`config.mk`:
```
export PLATFORM = sky130hd
export DESIGN_NAME = cmd_decoder
export DESIGN_NICKNAME = d
export VERILOG_FILES = /design/src/rtl/cmd_decoder_pkg.sv /design/src/rtl/pin_sync.sv /design/src/rtl/burst_tracker.sv /design/src/rtl/cmd_decoder.sv
export SDC_FILE = /design/constraint.sdc
export NUM_CORES = 1
export LEC_CHECK = 0
export BUFFER_PORTS_ARGS = -buffer_cell sky130_fd_sc_hd__buf_2
export CORE_UTILIZATION = 56
export DETAILED_ROUTE_END_ITERATION = 8
export PLACE_DENSITY_LB_ADDON = 0.1
export SYNTH_ARGS = -nofsm -noshare
export SYNTH_HDL_FRONTEND = slang
export SYNTH_SLANG_ARGS = --single-unit
```
`constraint.sdc`:
```
create_clock -name clock -period 4.2 [get_ports clock]
set_clock_uncertainty 0.1 [all_clocks]
set_input_delay 0.63 -clock clock [delete_from_list [all_inputs] [get_ports clock]]
set_output_delay 0.63 -clock clock [all_outputs]
set_load 0.05 [all_outputs]
```
`src/rtl/cmd_decoder_pkg.sv`:
```
// Shared types and constants of the memory command decoder.
// Assumes a single 125 MHz clock and the usual active-low command pins.
`default_nettype none

package cmd_decoder_pkg;

  // ---------------------------------------------------------------------------
  // Pin widths and field positions
  // ---------------------------------------------------------------------------
  localparam int BANK_W = 3;
  localparam int ADDR_W = 15;
  localparam int AP_BIT = 10;                 // Auto precharge / all banks / long calibration.
  localparam int BC_BIT = 12;                 // Burst chop select on the fly.
  localparam int BL_LSB = 0;                  // Burst length field in mode register zero.
  localparam logic [BANK_W-1:0] MR0_SEL = 3'h0;

  // Burst length field encodings.
  localparam logic [1:0] BL_FIXED8 = 2'h0;
  localparam logic [1:0] BL_OTF = 2'h1;
  localparam logic [1:0] BL_FIXED4 = 2'h2;
  localparam logic [1:0] BL_RESET = BL_FIXED8;

  // ---------------------------------------------------------------------------
  // Timing
  // ---------------------------------------------------------------------------
  localparam int CLK_PERIOD_PS = 8000;
  localparam int BEATS8 = 4;                  // Clocks of data for an eight-beat burst.
  localparam int BEATS4 = 2;                  // Clocks of data for a chopped burst.
  localparam int SRX_WRITE_NCK = 512;         // Cycles after self refresh exit before writes.

  // ---------------------------------------------------------------------------
  // Types
  // ---------------------------------------------------------------------------
  typedef enum logic [3:0] {
    cmd_none, cmd_mode_set, cmd_refresh, cmd_sr_entry, cmd_sr_exit,
    cmd_precharge, cmd_precharge_all, cmd_activate, cmd_write, cmd_read,
    cmd_nop, cmd_deselect, cmd_pd_entry, cmd_pd_exit, cmd_zq_long,
    cmd_zq_short
  } cmd_t;

  typedef enum logic [1:0] {
    st_active, st_power_down, st_self_refresh, st_illegal
  } pwr_t;

  typedef struct packed {
    logic cs_b;
    logic ras_b;
    logic cas_b;
    logic we_b;
    logic cke;
    logic odt;
    logic [BANK_W-1:0] ba;
    logic [ADDR_W-1:0] addr;
  } pins_t;

  typedef struct packed {
    cmd_t cmd;
    logic [BANK_W-1:0] bank;
    logic [ADDR_W-1:0] addr;
    logic auto_pre;
    logic chop4;
  } cmd_info_t;

endpackage : cmd_decoder_pkg

`default_nettype wire

```
`src/rtl/pin_sync.sv`:
```
// Two-stage synchroniser for a group of pins.
// Assumes the pins are asynchronous to clock; the first stage feeds only the second.
`default_nettype none

module pin_sync #(
  parameter int WIDTH = 24
) (
  // Clock and reset.
  input wire logic clock,
  input wire logic rst_q_b,
  // Pins in and synchronised copy out.
  input wire logic [WIDTH-1:0] d,
  output var logic [WIDTH-1:0] q
);

  logic [WIDTH-1:0] meta_reg;

  if (WIDTH < 1) begin : g_chk
    $error("pin_sync needs at least one bit");
  end

  // ---------------------------------------------------------------------------
  // Two flip-flops per bit.
  // ---------------------------------------------------------------------------
  always_ff @(posedge clock or negedge rst_q_b) begin
    if (!rst_q_b) begin
      meta_reg <= '0;
      q <= '0;
    end else begin
      meta_reg <= d;
      q <= meta_reg;
    end
  end

endmodule : pin_sync

`default_nettype wire

```
`src/rtl/burst_tracker.sv`:
```
// Tracks the data phase of a read or write burst.
// Assumes start pulses come from the decoder on the same clock.
`default_nettype none

module burst_tracker #(
  parameter int BEATS_MAX = cmd_decoder_pkg::BEATS8
) (
  // Clock and reset.
  input wire logic clock,
  input wire logic rst_q_b,
  // Burst start request.
  input wire logic start,
  input wire logic chop4,
  // Burst state.
  output var logic busy,
  output var logic overlap
);

  localparam int CW = $clog2(BEATS_MAX + 1);
  logic [CW-1:0] cnt_reg;
  logic [CW-1:0] cnt_next;
  logic overlap_next;
  logic can_start;

  if (BEATS_MAX < cmd_decoder_pkg::BEATS8) begin : g_chk
    $error("burst_tracker too short for an eight-beat burst");
  end

  // ---------------------------------------------------------------------------
  // Count down; a burst runs to its end, a new one joins only on the last beat.
  // ---------------------------------------------------------------------------
  always_comb begin
    can_start = (cnt_reg <= CW'(1));
    cnt_next = (cnt_reg != '0) ? cnt_reg - CW'(1) : cnt_reg;
    overlap_next = 1'b0;
    if (start && can_start) begin
      cnt_next = chop4 ? CW'(cmd_decoder_pkg::BEATS4) : CW'(cmd_decoder_pkg::BEATS8);
    end else if (start) begin
      overlap_next = 1'b1;
    end
  end

  always_ff @(posedge clock or negedge rst_q_b) begin
    if (!rst_q_b) begin
      cnt_reg <= '0;
      busy <= 1'b0;
      overlap <= 1'b0;
    end else begin
      cnt_reg <= cnt_next;
      busy <= (cnt_next != '0);
      overlap <= overlap_next;
    end
  end
endmodule : burst_tracker

`default_nettype wire

```
`src/rtl/cmd_decoder.sv`:
```
// Command decoder of a synchronous memory device.
// Assumes the command pins arrive asynchronously and a single 125 MHz clock.
//
// How it works
// - Commands decode from CS, RAS, CAS, WE and CKE sampled on clock rise, with A10 splitting precharge and calibration.
// - Bank-oriented commands take the bank address to pick the bank.
// - Mode set uses bank address as register select, other address bits as opcode.
// - Bursts never end early; fixed or on-the-fly length follows the mode register.
// - No refresh is performed while in power-down.
// - Termination input never steers decoding; termination is off in self refresh.
// - Self refresh exit is recognised from the CKE rise alone.
// - CS low with RAS, CAS, WE high and CKE high is a no-op.
// - A no-op never terminates an operation still running.
// - CS high is deselect, ignores other inputs, acts as a no-op.
// - Write is RAS high, CAS low, WE low; A10 auto precharge, A12 chop.
// - Read is RAS high, CAS low, WE high with the same address fields.
// - A10 high on read or write requests auto precharge after the burst.
// - RAS low, CAS high, WE high with CKE high opens a row.
`default_nettype none

module cmd_decoder (
  // Clock and asynchronous reset pin.
  input wire logic clock,
  input wire logic rst_b,
  // Command pins, all active-low strobes except cke and odt.
  input wire logic cs_b,
  input wire logic ras_b,
  input wire logic cas_b,
  input wire logic we_b,
  input wire logic cke,
  input wire logic odt,
  input wire logic [cmd_decoder_pkg::BANK_W-1:0] ba,
  input wire logic [cmd_decoder_pkg::ADDR_W-1:0] addr,
  // Decoded command, one-cycle valid.
  output var cmd_decoder_pkg::cmd_info_t cmd_out,
  output var logic cmd_valid,
  output var logic illegal,
  // Device state.
  output var logic in_power_down,
  output var logic in_self_refresh,
  output var logic refresh_go,
  output var logic term_on,
  output var logic write_hold,
  output var logic burst_busy,
  output var logic burst_overlap,
  output var logic [1:0] burst_mode
);

  // ---------------------------------------------------------------------------
  // Reset release and pin synchronisation
  // ---------------------------------------------------------------------------
  logic rst_meta_reg;
  logic rst_q_b;
  logic [$bits(cmd_decoder_pkg::pins_t)-1:0] pins_raw;
  cmd_decoder_pkg::pins_t pins;
  logic [$bits(cmd_decoder_pkg::pins_t)-1:0] pins_bits;

  // Reset asserts at once and releases through two flip-flops.
  always_ff @(posedge clock or negedge rst_b) begin
    if (!rst_b) begin
      rst_meta_reg <= 1'b0;
      rst_q_b <= 1'b0;
    end else begin
      rst_meta_reg <= 1'b1;
      rst_q_b <= rst_meta_reg;
    end
  end

  // The synchroniser resets to zeros; folding this pattern in and out turns that into a
  // deselect with CKE high, so no false CKE rise or illegal pulse follows reset.
  localparam cmd_decoder_pkg::pins_t PINS_IDLE = '{cs_b: 1'b1, ras_b: 1'b1, cas_b: 1'b1,
                                                   we_b: 1'b1, cke: 1'b1, default: '0};

  assign pins_raw = {cs_b, ras_b, cas_b, we_b, cke, odt, ba, addr} ^ PINS_IDLE;
  assign pins = cmd_decoder_pkg::pins_t'(pins_bits ^ PINS_IDLE);

  pin_sync #(
    .WIDTH($bits(cmd_decoder_pkg::pins_t))
  ) u_sync (
    .clock(clock),
    .rst_q_b(rst_q_b),
    .d(pins_raw),
    .q(pins_bits)
  );

  // ---------------------------------------------------------------------------
  // Command decode
  // ---------------------------------------------------------------------------
  // Maps the strobes and both CKE samples onto a command; odt is never looked at.
  function automatic cmd_decoder_pkg::cmd_t decode(
    input cmd_decoder_pkg::pins_t p,
    input logic cke_prev,
    input cmd_decoder_pkg::pwr_t st
  );
    cmd_decoder_pkg::cmd_t c;
    logic quiet;
    c = cmd_decoder_pkg::cmd_none;
    quiet = p.cs_b || ({p.ras_b, p.cas_b, p.we_b} == 3'h7);
    if (cke_prev && p.cke) begin
      if (p.cs_b) begin
        c = cmd_decoder_pkg::cmd_deselect;
      end else begin
        case ({p.ras_b, p.cas_b, p.we_b})
          3'h0: c = cmd_decoder_pkg::cmd_mode_set;
          3'h1: c = cmd_decoder_pkg::cmd_refresh;
          3'h2: c = p.addr[cmd_decoder_pkg::AP_BIT] ? cmd_decoder_pkg::cmd_precharge_all
                                                     : cmd_decoder_pkg::cmd_precharge;
          3'h3: c = cmd_decoder_pkg::cmd_activate;
          3'h4: c = cmd_decoder_pkg::cmd_write;
          3'h5: c = cmd_decoder_pkg::cmd_read;
          3'h6: c = p.addr[cmd_decoder_pkg::AP_BIT] ? cmd_decoder_pkg::cmd_zq_long
                                                     : cmd_decoder_pkg::cmd_zq_short;
          default: c = cmd_decoder_pkg::cmd_nop;
        endcase
      end
    end else if (cke_prev && !p.cke) begin
      if (quiet) begin
        c = cmd_decoder_pkg::cmd_pd_entry;
      end else if (!p.cs_b && ({p.ras_b, p.cas_b, p.we_b} == 3'h1)) begin
        c = cmd_decoder_pkg::cmd_sr_entry;
      end else begin
        c = cmd_decoder_pkg::cmd_none;
      end
    end else if (!cke_prev && p.cke && quiet) begin
      c = (st == cmd_decoder_pkg::st_self_refresh) ? cmd_decoder_pkg::cmd_sr_exit
                                                    : cmd_decoder_pkg::cmd_pd_exit;
    end
    return c;
  endfunction : decode

  // ---------------------------------------------------------------------------
  // Power state, command register and mode register
  // ---------------------------------------------------------------------------
  cmd_decoder_pkg::pwr_t pwr_reg;
  cmd_decoder_pkg::pwr_t pwr_next;
  cmd_decoder_pkg::cmd_t dec;
  cmd_decoder_pkg::cmd_info_t cmd_next;
  logic cke_prev_reg;
  logic valid_next;
  logic illegal_next;
  logic refresh_next;
  logic [1:0] bl_mode_reg;
  logic [1:0] bl_mode_next;
  logic [9:0] hold_cnt_reg;
  logic [9:0] hold_cnt_next;
  logic burst_start;

  assign dec = decode(pins, cke_prev_reg, pwr_reg);

  // Computes the next state, the decoded command and the stored burst mode.
  always_comb begin
    pwr_next = pwr_reg;
    cmd_next = '0;
    cmd_next.cmd = dec;
    cmd_next.bank = pins.ba;
    cmd_next.addr = pins.addr;
    valid_next = 1'b0;
    illegal_next = 1'b0;
    refresh_next = 1'b0;
    bl_mode_next = bl_mode_reg;
    hold_cnt_next = (hold_cnt_reg != '0) ? hold_cnt_reg - 10'h001 : hold_cnt_reg;
    case (pwr_reg)
      cmd_decoder_pkg::st_active: begin
        valid_next = (dec != cmd_decoder_pkg::cmd_none);
        illegal_next = (cke_prev_reg != pins.cke) && (dec == cmd_decoder_pkg::cmd_none);
        if (dec == cmd_decoder_pkg::cmd_pd_entry) begin
          pwr_next = cmd_decoder_pkg::st_power_down;
        end else if (dec == cmd_decoder_pkg::cmd_sr_entry) begin
          pwr_next = cmd_decoder_pkg::st_self_refresh;
        end
        refresh_next = (dec == cmd_decoder_pkg::cmd_refresh);
        if (dec == cmd_decoder_pkg::cmd_mode_set && pins.ba == cmd_decoder_pkg::MR0_SEL) begin
          bl_mode_next = pins.addr[cmd_decoder_pkg::BL_LSB +: 2];
        end
      end
      cmd_decoder_pkg::st_power_down: begin
        // No refresh happens here; pins are don't-care while CKE stays low.
        if (pins.cke) begin
          valid_next = (dec == cmd_decoder_pkg::cmd_pd_exit);
          illegal_next = (dec != cmd_decoder_pkg::cmd_pd_exit);
          pwr_next = cmd_decoder_pkg::st_active;
        end
      end
      cmd_decoder_pkg::st_self_refresh: begin
        // The CKE level alone ends self refresh, whatever the strobes show.
        if (pins.cke) begin
          valid_next = (dec == cmd_decoder_pkg::cmd_sr_exit);
          illegal_next = (dec != cmd_decoder_pkg::cmd_sr_exit);
          pwr_next = cmd_decoder_pkg::st_active;
          hold_cnt_next = 10'(cmd_decoder_pkg::SRX_WRITE_NCK);
        end
      end
      default: begin
        pwr_next = cmd_decoder_pkg::st_active;
      end
    endcase
    cmd_next.auto_pre = pins.addr[cmd_decoder_pkg::AP_BIT];
    case (bl_mode_reg)
      cmd_decoder_pkg::BL_OTF: cmd_next.chop4 = !pins.addr[cmd_decoder_pkg::BC_BIT];
      cmd_decoder_pkg::BL_FIXED4: cmd_next.chop4 = 1'b1;
      default: cmd_next.chop4 = 1'b0;
    endcase
    if (!valid_next) begin
      cmd_next = '0;
    end
  end

  // Registers the power state, command outputs and mode.
  always_ff @(posedge clock or negedge rst_q_b) begin
    if (!rst_q_b) begin
      pwr_reg <= cmd_decoder_pkg::st_active;
      cke_prev_reg <= 1'b1;
      cmd_out <= '0;
      cmd_valid <= 1'b0;
      illegal <= 1'b0;
      refresh_go <= 1'b0;
      bl_mode_reg <= cmd_decoder_pkg::BL_RESET;
      hold_cnt_reg <= '0;
      in_power_down <= 1'b0;
      in_self_refresh <= 1'b0;
      term_on <= 1'b0;
      write_hold <= 1'b0;
      burst_mode <= cmd_decoder_pkg::BL_RESET;
    end else begin
      pwr_reg <= pwr_next;
      cke_prev_reg <= pins.cke;
      cmd_out <= cmd_next;
      cmd_valid <= valid_next;
      illegal <= illegal_next;
      refresh_go <= refresh_next;
      bl_mode_reg <= bl_mode_next;
      hold_cnt_reg <= hold_cnt_next;
      in_power_down <= (pwr_next == cmd_decoder_pkg::st_power_down);
      in_self_refresh <= (pwr_next == cmd_decoder_pkg::st_self_refresh);
      term_on <= pins.odt && (pwr_next != cmd_decoder_pkg::st_self_refresh);
      write_hold <= (hold_cnt_next != '0);
      burst_mode <= bl_mode_next;
    end
  end

  // ---------------------------------------------------------------------------
  // Burst tracking
  // ---------------------------------------------------------------------------
  assign burst_start = (cmd_out.cmd == cmd_decoder_pkg::cmd_read) ||
                       (cmd_out.cmd == cmd_decoder_pkg::cmd_write);

  burst_tracker #(
    .BEATS_MAX(cmd_decoder_pkg::BEATS8)
  ) u_burst (
    .clock(clock),
    .rst_q_b(rst_q_b),
    .start(burst_start),
    .chop4(cmd_out.chop4),
    .busy(burst_busy),
    .overlap(burst_overlap)
  );
endmodule : cmd_decoder

`default_nettype wire

```
After elaboration in Yosys (flattened, before gate mapping)
Index checks and enable logic that the tools add are counted.

operators by class
  $add $sub $neg = 2
  order comparisons = 1
  equal/unequal tests = 25
  multiplexer cells = 31
  bitwise gates (word level) = 2
  reductions and logical operators = 26

operators by type and width
  cell                                                count
  2-to-1 mux 10 bit                                   3
  case mux 4 bit (7 select lines)                     1
  2-to-1 mux 24 bit                                   1
  2-to-1 mux 4 bit                                    6
  nonzero test 10 bit                                 2
  == test 4 bit, second input constant                4
  == test 3 bit, second input constant                4
  2-to-1 mux 2 bit                                    5
  inverter 5 bit                                      2
  subtractor 10 x 1 -> 10 bit, second input constant  1
  logical AND 1 bit                                   9
  2-to-1 mux 3 bit                                    3
  == test 4 x 2 -> 1 bit, second input constant       2
  2-to-1 mux 1 bit                                    8
  == test 2 x 1 -> 1 bit, second input constant       3
  == test 2 bit, second input constant                3
  == test 3 x 2 -> 1 bit, second input constant       2
  logical NOT 3 bit                                   2
  case mux 1 bit (3 select lines)                     2
  nonzero test 3 bit                                  2
  == test 4 x 1 -> 1 bit, second input constant       1
  == test 4 x 3 -> 1 bit, second input constant       1
  logical NOT 1 bit                                   4
  logical NOT 4 bit                                   1
  14 further kinds                                    15

word-level totals
  bits in registers = 101
  input bits = 26
  word-level logic and storage cells = 110

Longest topological paths before layout
  word-level depth = 13
  depth in mapped cells = 8
  gate-level depth less buffers = 7

Modules after synthesis
A second synthesis with hierarchy kept.

unflattened totals
  cell total of the unflattened synthesis = 305
  area total of the unflattened synthesis = 3891.2 um^2

by module, submodules not included
  module         times used  cells each  area each (um^2)  sequential area each (um^2)
  cmd_decoder    1           232         2391.0            1177.4
  pin_sync       1           48          1201.2            1201.2
  burst_tracker  1           25          299.0             125.1

Least setup slack after synthesis
OpenSTA, ideal clock, no wires.

  kind = reg-to-reg
  start = register cke_prev_reg
  end = register bl_mode_reg[0]
  setup time = 0.128 ns
  arrival = 1.898 ns
  required time = 3.972 ns
  slack = 2.074 ns
  cell stages (with the launch flop) = 8
  cell sequence = dfstp_2 inv_1 ha_1 or2_2 a22oi_1 nand2_1 and4bb_1 mux2_1

on the way
  cells in the longest elaborated chain, start to end = 9
  elaborated cells between the ends (all ways) = 11

RTL lines
  element                          line                source
  start: declaration               cmd_decoder.sv:138  logic cke_prev_reg;
  start signal: assignment         cmd_decoder.sv:226  cke_prev_reg <= pins.cke;
  logical NOT 1 bit                cmd_decoder.sv:124  end else if (!cke_prev && p.cke && quiet) begin
  logical AND 1 bit (2 in series)  cmd_decoder.sv:124
  2-to-1 mux 4 bit                 cmd_decoder.sv:124
  2-to-1 mux 4 bit                 cmd_decoder.sv:116  end else if (cke_prev && !p.cke) begin
  2-to-1 mux 4 bit *               cmd_decoder.sv:99   if (cke_prev && p.cke) begin
  == test 4 x 1 -> 1 bit *         cmd_decoder.sv:172  if (dec == cmd_decoder_pkg::cmd_mode_set && pins.ba == cmd_decoder_pkg::MR0_SEL) begin
  logical AND 1 bit *              cmd_decoder.sv:172
  AND reduction 2 bit (no line) *  n/a
  end signal: assignment           cmd_decoder.sv:217  bl_mode_reg <= cmd_decoder_pkg::BL_RESET;
  end signal: assignment           cmd_decoder.sv:231  bl_mode_reg <= bl_mode_next;
  end: declaration                 cmd_decoder.sv:142  logic [1:0] bl_mode_reg;

Mark *: on every way between the ends. The rest lies on a longest branch, timed or not.
A chain may end at the register's enable or synchronous reset.

==> flow_metrics.tcl <==
set metrics [dict create \
    slew-limit-headroom 0.380 \
    routed_wirelength_um 6420 \
    cts.hold.buffers_added 1 \
    yosysMostFrequentCell "sky130_fd_sc_hd__dfrtp_1" \
    floorplan.die.width_um 86.2 \
    worst-endpoint-required_ns 4.35 \
    antenna_left 0 \
    netlist_top_cells_area "sky130_fd_sc_hd__dfrtp_1 62%, sky130_fd_sc_hd__ha_1 4.1%, sky130_fd_sc_hd__and3_1 3.5%" \
    setup_repair_after_global_routing_missed_its_margin "no" \
    maximum_number_of_pins_on_one_net_before_global_route_repair 77 \
    mappedNetlistNets 358 \
    vias 2483 \
    post_synth_most_frequent_cells "99 x sky130_fd_sc_hd__dfrtp_1, 26 x sky130_fd_sc_hd__nor2_1, 24 x sky130_fd_sc_hd__inv_1" \
    floorplan.initialDensity 0.581 \
    htreeDepth 3 \
    synth_top_flop_cell "sky130_fd_sc_hd__dfrtp_1" \
    finalSetupTns_ns 0 \
    path_max_fanout 20 \
    place_hpwl_um 4380 \
    nets 418 \
    outcome "finished, final reports clean" \
    drt_pass1_iterations 4 \
    critical_path.endpoint_type "flop" \
    clock_path_buffers 2 \
    yosysWarnings 0 \
    yosysTopAreaCell "sky130_fd_sc_hd__dfrtp_1" \
    hp-class "reg2reg" \
    leakagePower_nw 2.24 \
    synth_cell_type_count 62 \
    register_to_register_path_depth 7 \
    io-pin-count 61 \
    synth-seq-area-share 0.631 \
    multiInputGateArea_mm2 0.00129 \
    period_share 0.634 \
    maxClockFrequency_mhz 376 \
    synth_edf_count 0 \
    remaining_drc_errors 0 \
    post-layout-total-power_w 0.00280 \
    holdWs_ns 0.257 \
    cts.sink_count 100 \
    globalRouteMet1Util 0.271 \
    whs_path_depth 0 \
    tightest_slew_ns 0.930 \
    first_pass_grt_wire_length_um 10900 \
    cts_root_buf "sky130_fd_sc_hd__clkbuf_8" \
    power_density_mw_per_mm2 618 \
    antenna_violations_before_repair 0 \
    worst_skew_pair.late_latency_ns 0.37 \
    num_rows 30 \
    synth_cells 319 \
    dieHeight_um 86.2 \
    postSynth.asyncResetShare 1.00 \
    number_of_global_route_vias_before_repair 2327 \
    place_ws_ns 1.59 \
    grt_util_met2 0.284 \
    timing.final.max_slew_violations 0 \
    gp_congestion 0.850 \
    layout.area.seq_mm2 0.00251 \
    placeableCoreArea_mm2 0.00683 \
    routed_wire_length_per_instance_um 13.4 \
    period_needed_ns 2.66 \
    power.ir.vdd_worst_v 0.000405 \
    dieArea_mm2 0.00743 \
    cts_tree "built" \
    cell_area_synth_mm2 0.00397 \
    setup_viol 0 \
    area.growth.synth_to_final_pct 14.3 \
    hold_violations 0 \
    grt_most_used_layer "met2" \
    numCtsBuffers 9 \
    gr_met3_demand_resource 0.0438 \
    worstSetupPathType "reg2reg" \
    startpoint_type "flop" \
    global_route.usage.total 0.194 \
    clkSlewWorstSetupHoldPaths_ns 0.10 \
    data_arrival_critical_path_ns 2.82 \
    maxCapViolations 0 \
    ys_ff_latch 100 \
    postSynthAreaPerCell_um2 12.4 \
    first_drt_iteration_drcs 118 \
    num_antenna_cells 0 \
    grt_remaining_overflow 0 \
    count_of_buffers_added_by_post_cts_timing_repair_for_setup 0 \
    cts_resized 0 \
    proportion_of_netlist_area_held_by_the_largest_area_contributor 0.624 \
    layout_setup_ws_ns 1.54 \
    fraction_of_final_layout_cells_with_drive_strength_greater_than_1 0.255 \
    vias_per_cell 5.17 \
    filler_cell_count 535 \
    count_of_input_and_output_buffers 60 \
]
## where the power goes
group	total [W]	switching [W]	internal, W	leakage (nW)
combinational	0.000935	0.000612	0.000323	0.926
clock	0.000593	0.000358	0.000235	0.101
sequential	0.00128	0.000149	0.00113	1.21
## routing by layer
metal | wire, um | share of wire
met3 | 273 | 0.043
met1 | 3070 | 0.48
met2 | 2870 | 0.45
met4 | 203 | 0.032
met5 | 0 | 0
## cell usage in the layout, fill, tap and decap left out, types with 3 or more instances in the layout
| master | count |
|---|---|
| sky130_fd_sc_hd__nand2_1 | 12 |
| sky130_fd_sc_hd__ha_1 | 13 |
| sky130_fd_sc_hd__dfrtp_1 | 98 |
| sky130_fd_sc_hd__nor3_1 | 9 |
| sky130_fd_sc_hd__a21oi_1 | 17 |
| sky130_fd_sc_hd__buf_2 | 60 |
| sky130_fd_sc_hd__nor2_1 | 26 |
| sky130_fd_sc_hd__nor4_1 | 3 |
| sky130_fd_sc_hd__inv_6 | 4 |
| sky130_fd_sc_hd__mux2i_1 | 5 |
| sky130_fd_sc_hd__clkbuf_8 | 9 |
| sky130_fd_sc_hd__xor2_1 | 3 |
| sky130_fd_sc_hd__nor2b_1 | 7 |
| sky130_fd_sc_hd__and3_1 | 22 |
| sky130_fd_sc_hd__o21ai_0 | 5 |
| sky130_fd_sc_hd__xnor2_1 | 3 |
| sky130_fd_sc_hd__inv_1 | 24 |
## worst paths after layout
| path | start | slack, ns | to |
|---|---|---|---|
| min reg2reg | u_sync.meta_reg[17] | 0.26 | u_sync.q[17] |
| min in group asynchronous | rst_q_b | 0.36 | write_hold |
| max in group asynchronous | rst_q_b | 2.69 | cke_prev_reg |
| max reg2reg | u_sync.q[19] | 1.54 | cmd_out[11] |
| min | u_sync.meta_reg[17] | 0.26 | u_sync.q[17] |
| max | u_sync.q[19] | 1.54 | cmd_out[11] |
## logic make-up (layout without fill, tap and decap cells)
logic type | after synthesis | in the layout | share of synthesized area
multiplexers | 9 | 9 | 0.0240
buffers and inverters | 38 | 103 | 0.0435
flip-flops | 100 | 100 | 0.631
other | 1 | 1 | 0.000945
XOR/XNOR | 6 | 6 | 0.0132
AND/OR/NAND/NOR | 105 | 105 | 0.159
adder cells (fa/ha/maj) | 13 | 13 | 0.0410
AO/OA/AOI/OAI | 47 | 47 | 0.0877
## critical path, cell delays in order, from the launching register on
cell and delay [ns]:
sky130_fd_sc_hd__dfrtp_1 0.46, sky130_fd_sc_hd__inv_1 0.16, sky130_fd_sc_hd__ha_1 0.47, sky130_fd_sc_hd__and2_1 0.23, sky130_fd_sc_hd__nand4b_1 0.16, sky130_fd_sc_hd__o31ai_2 0.16, sky130_fd_sc_hd__nand2_1 0.46, sky130_fd_sc_hd__and3_1 0.34
## final cells by class
type                            count  share of cell area
Clock buffer                        9              0.0273
Timing Repair Buffer               63              0.0717
Clock inverter                      7              0.0168
Sequential cell                   100               0.553
Multi-Input combinational cell    181               0.285
Tap cell                           96              0.0265
Inverter                           24              0.0199
## per-stage QoR
stage                     cells  utilization  cell area (um^2)
final                       480        0.664              4530
after global routing        480        0.664              4530
after global placement      463        0.633              4320
after CTS                   480        0.664              4530
after detailed placement    463        0.633              4320
after floorplan             319            -              3970
No activity file was read; power rests on OpenSTA's default activity.
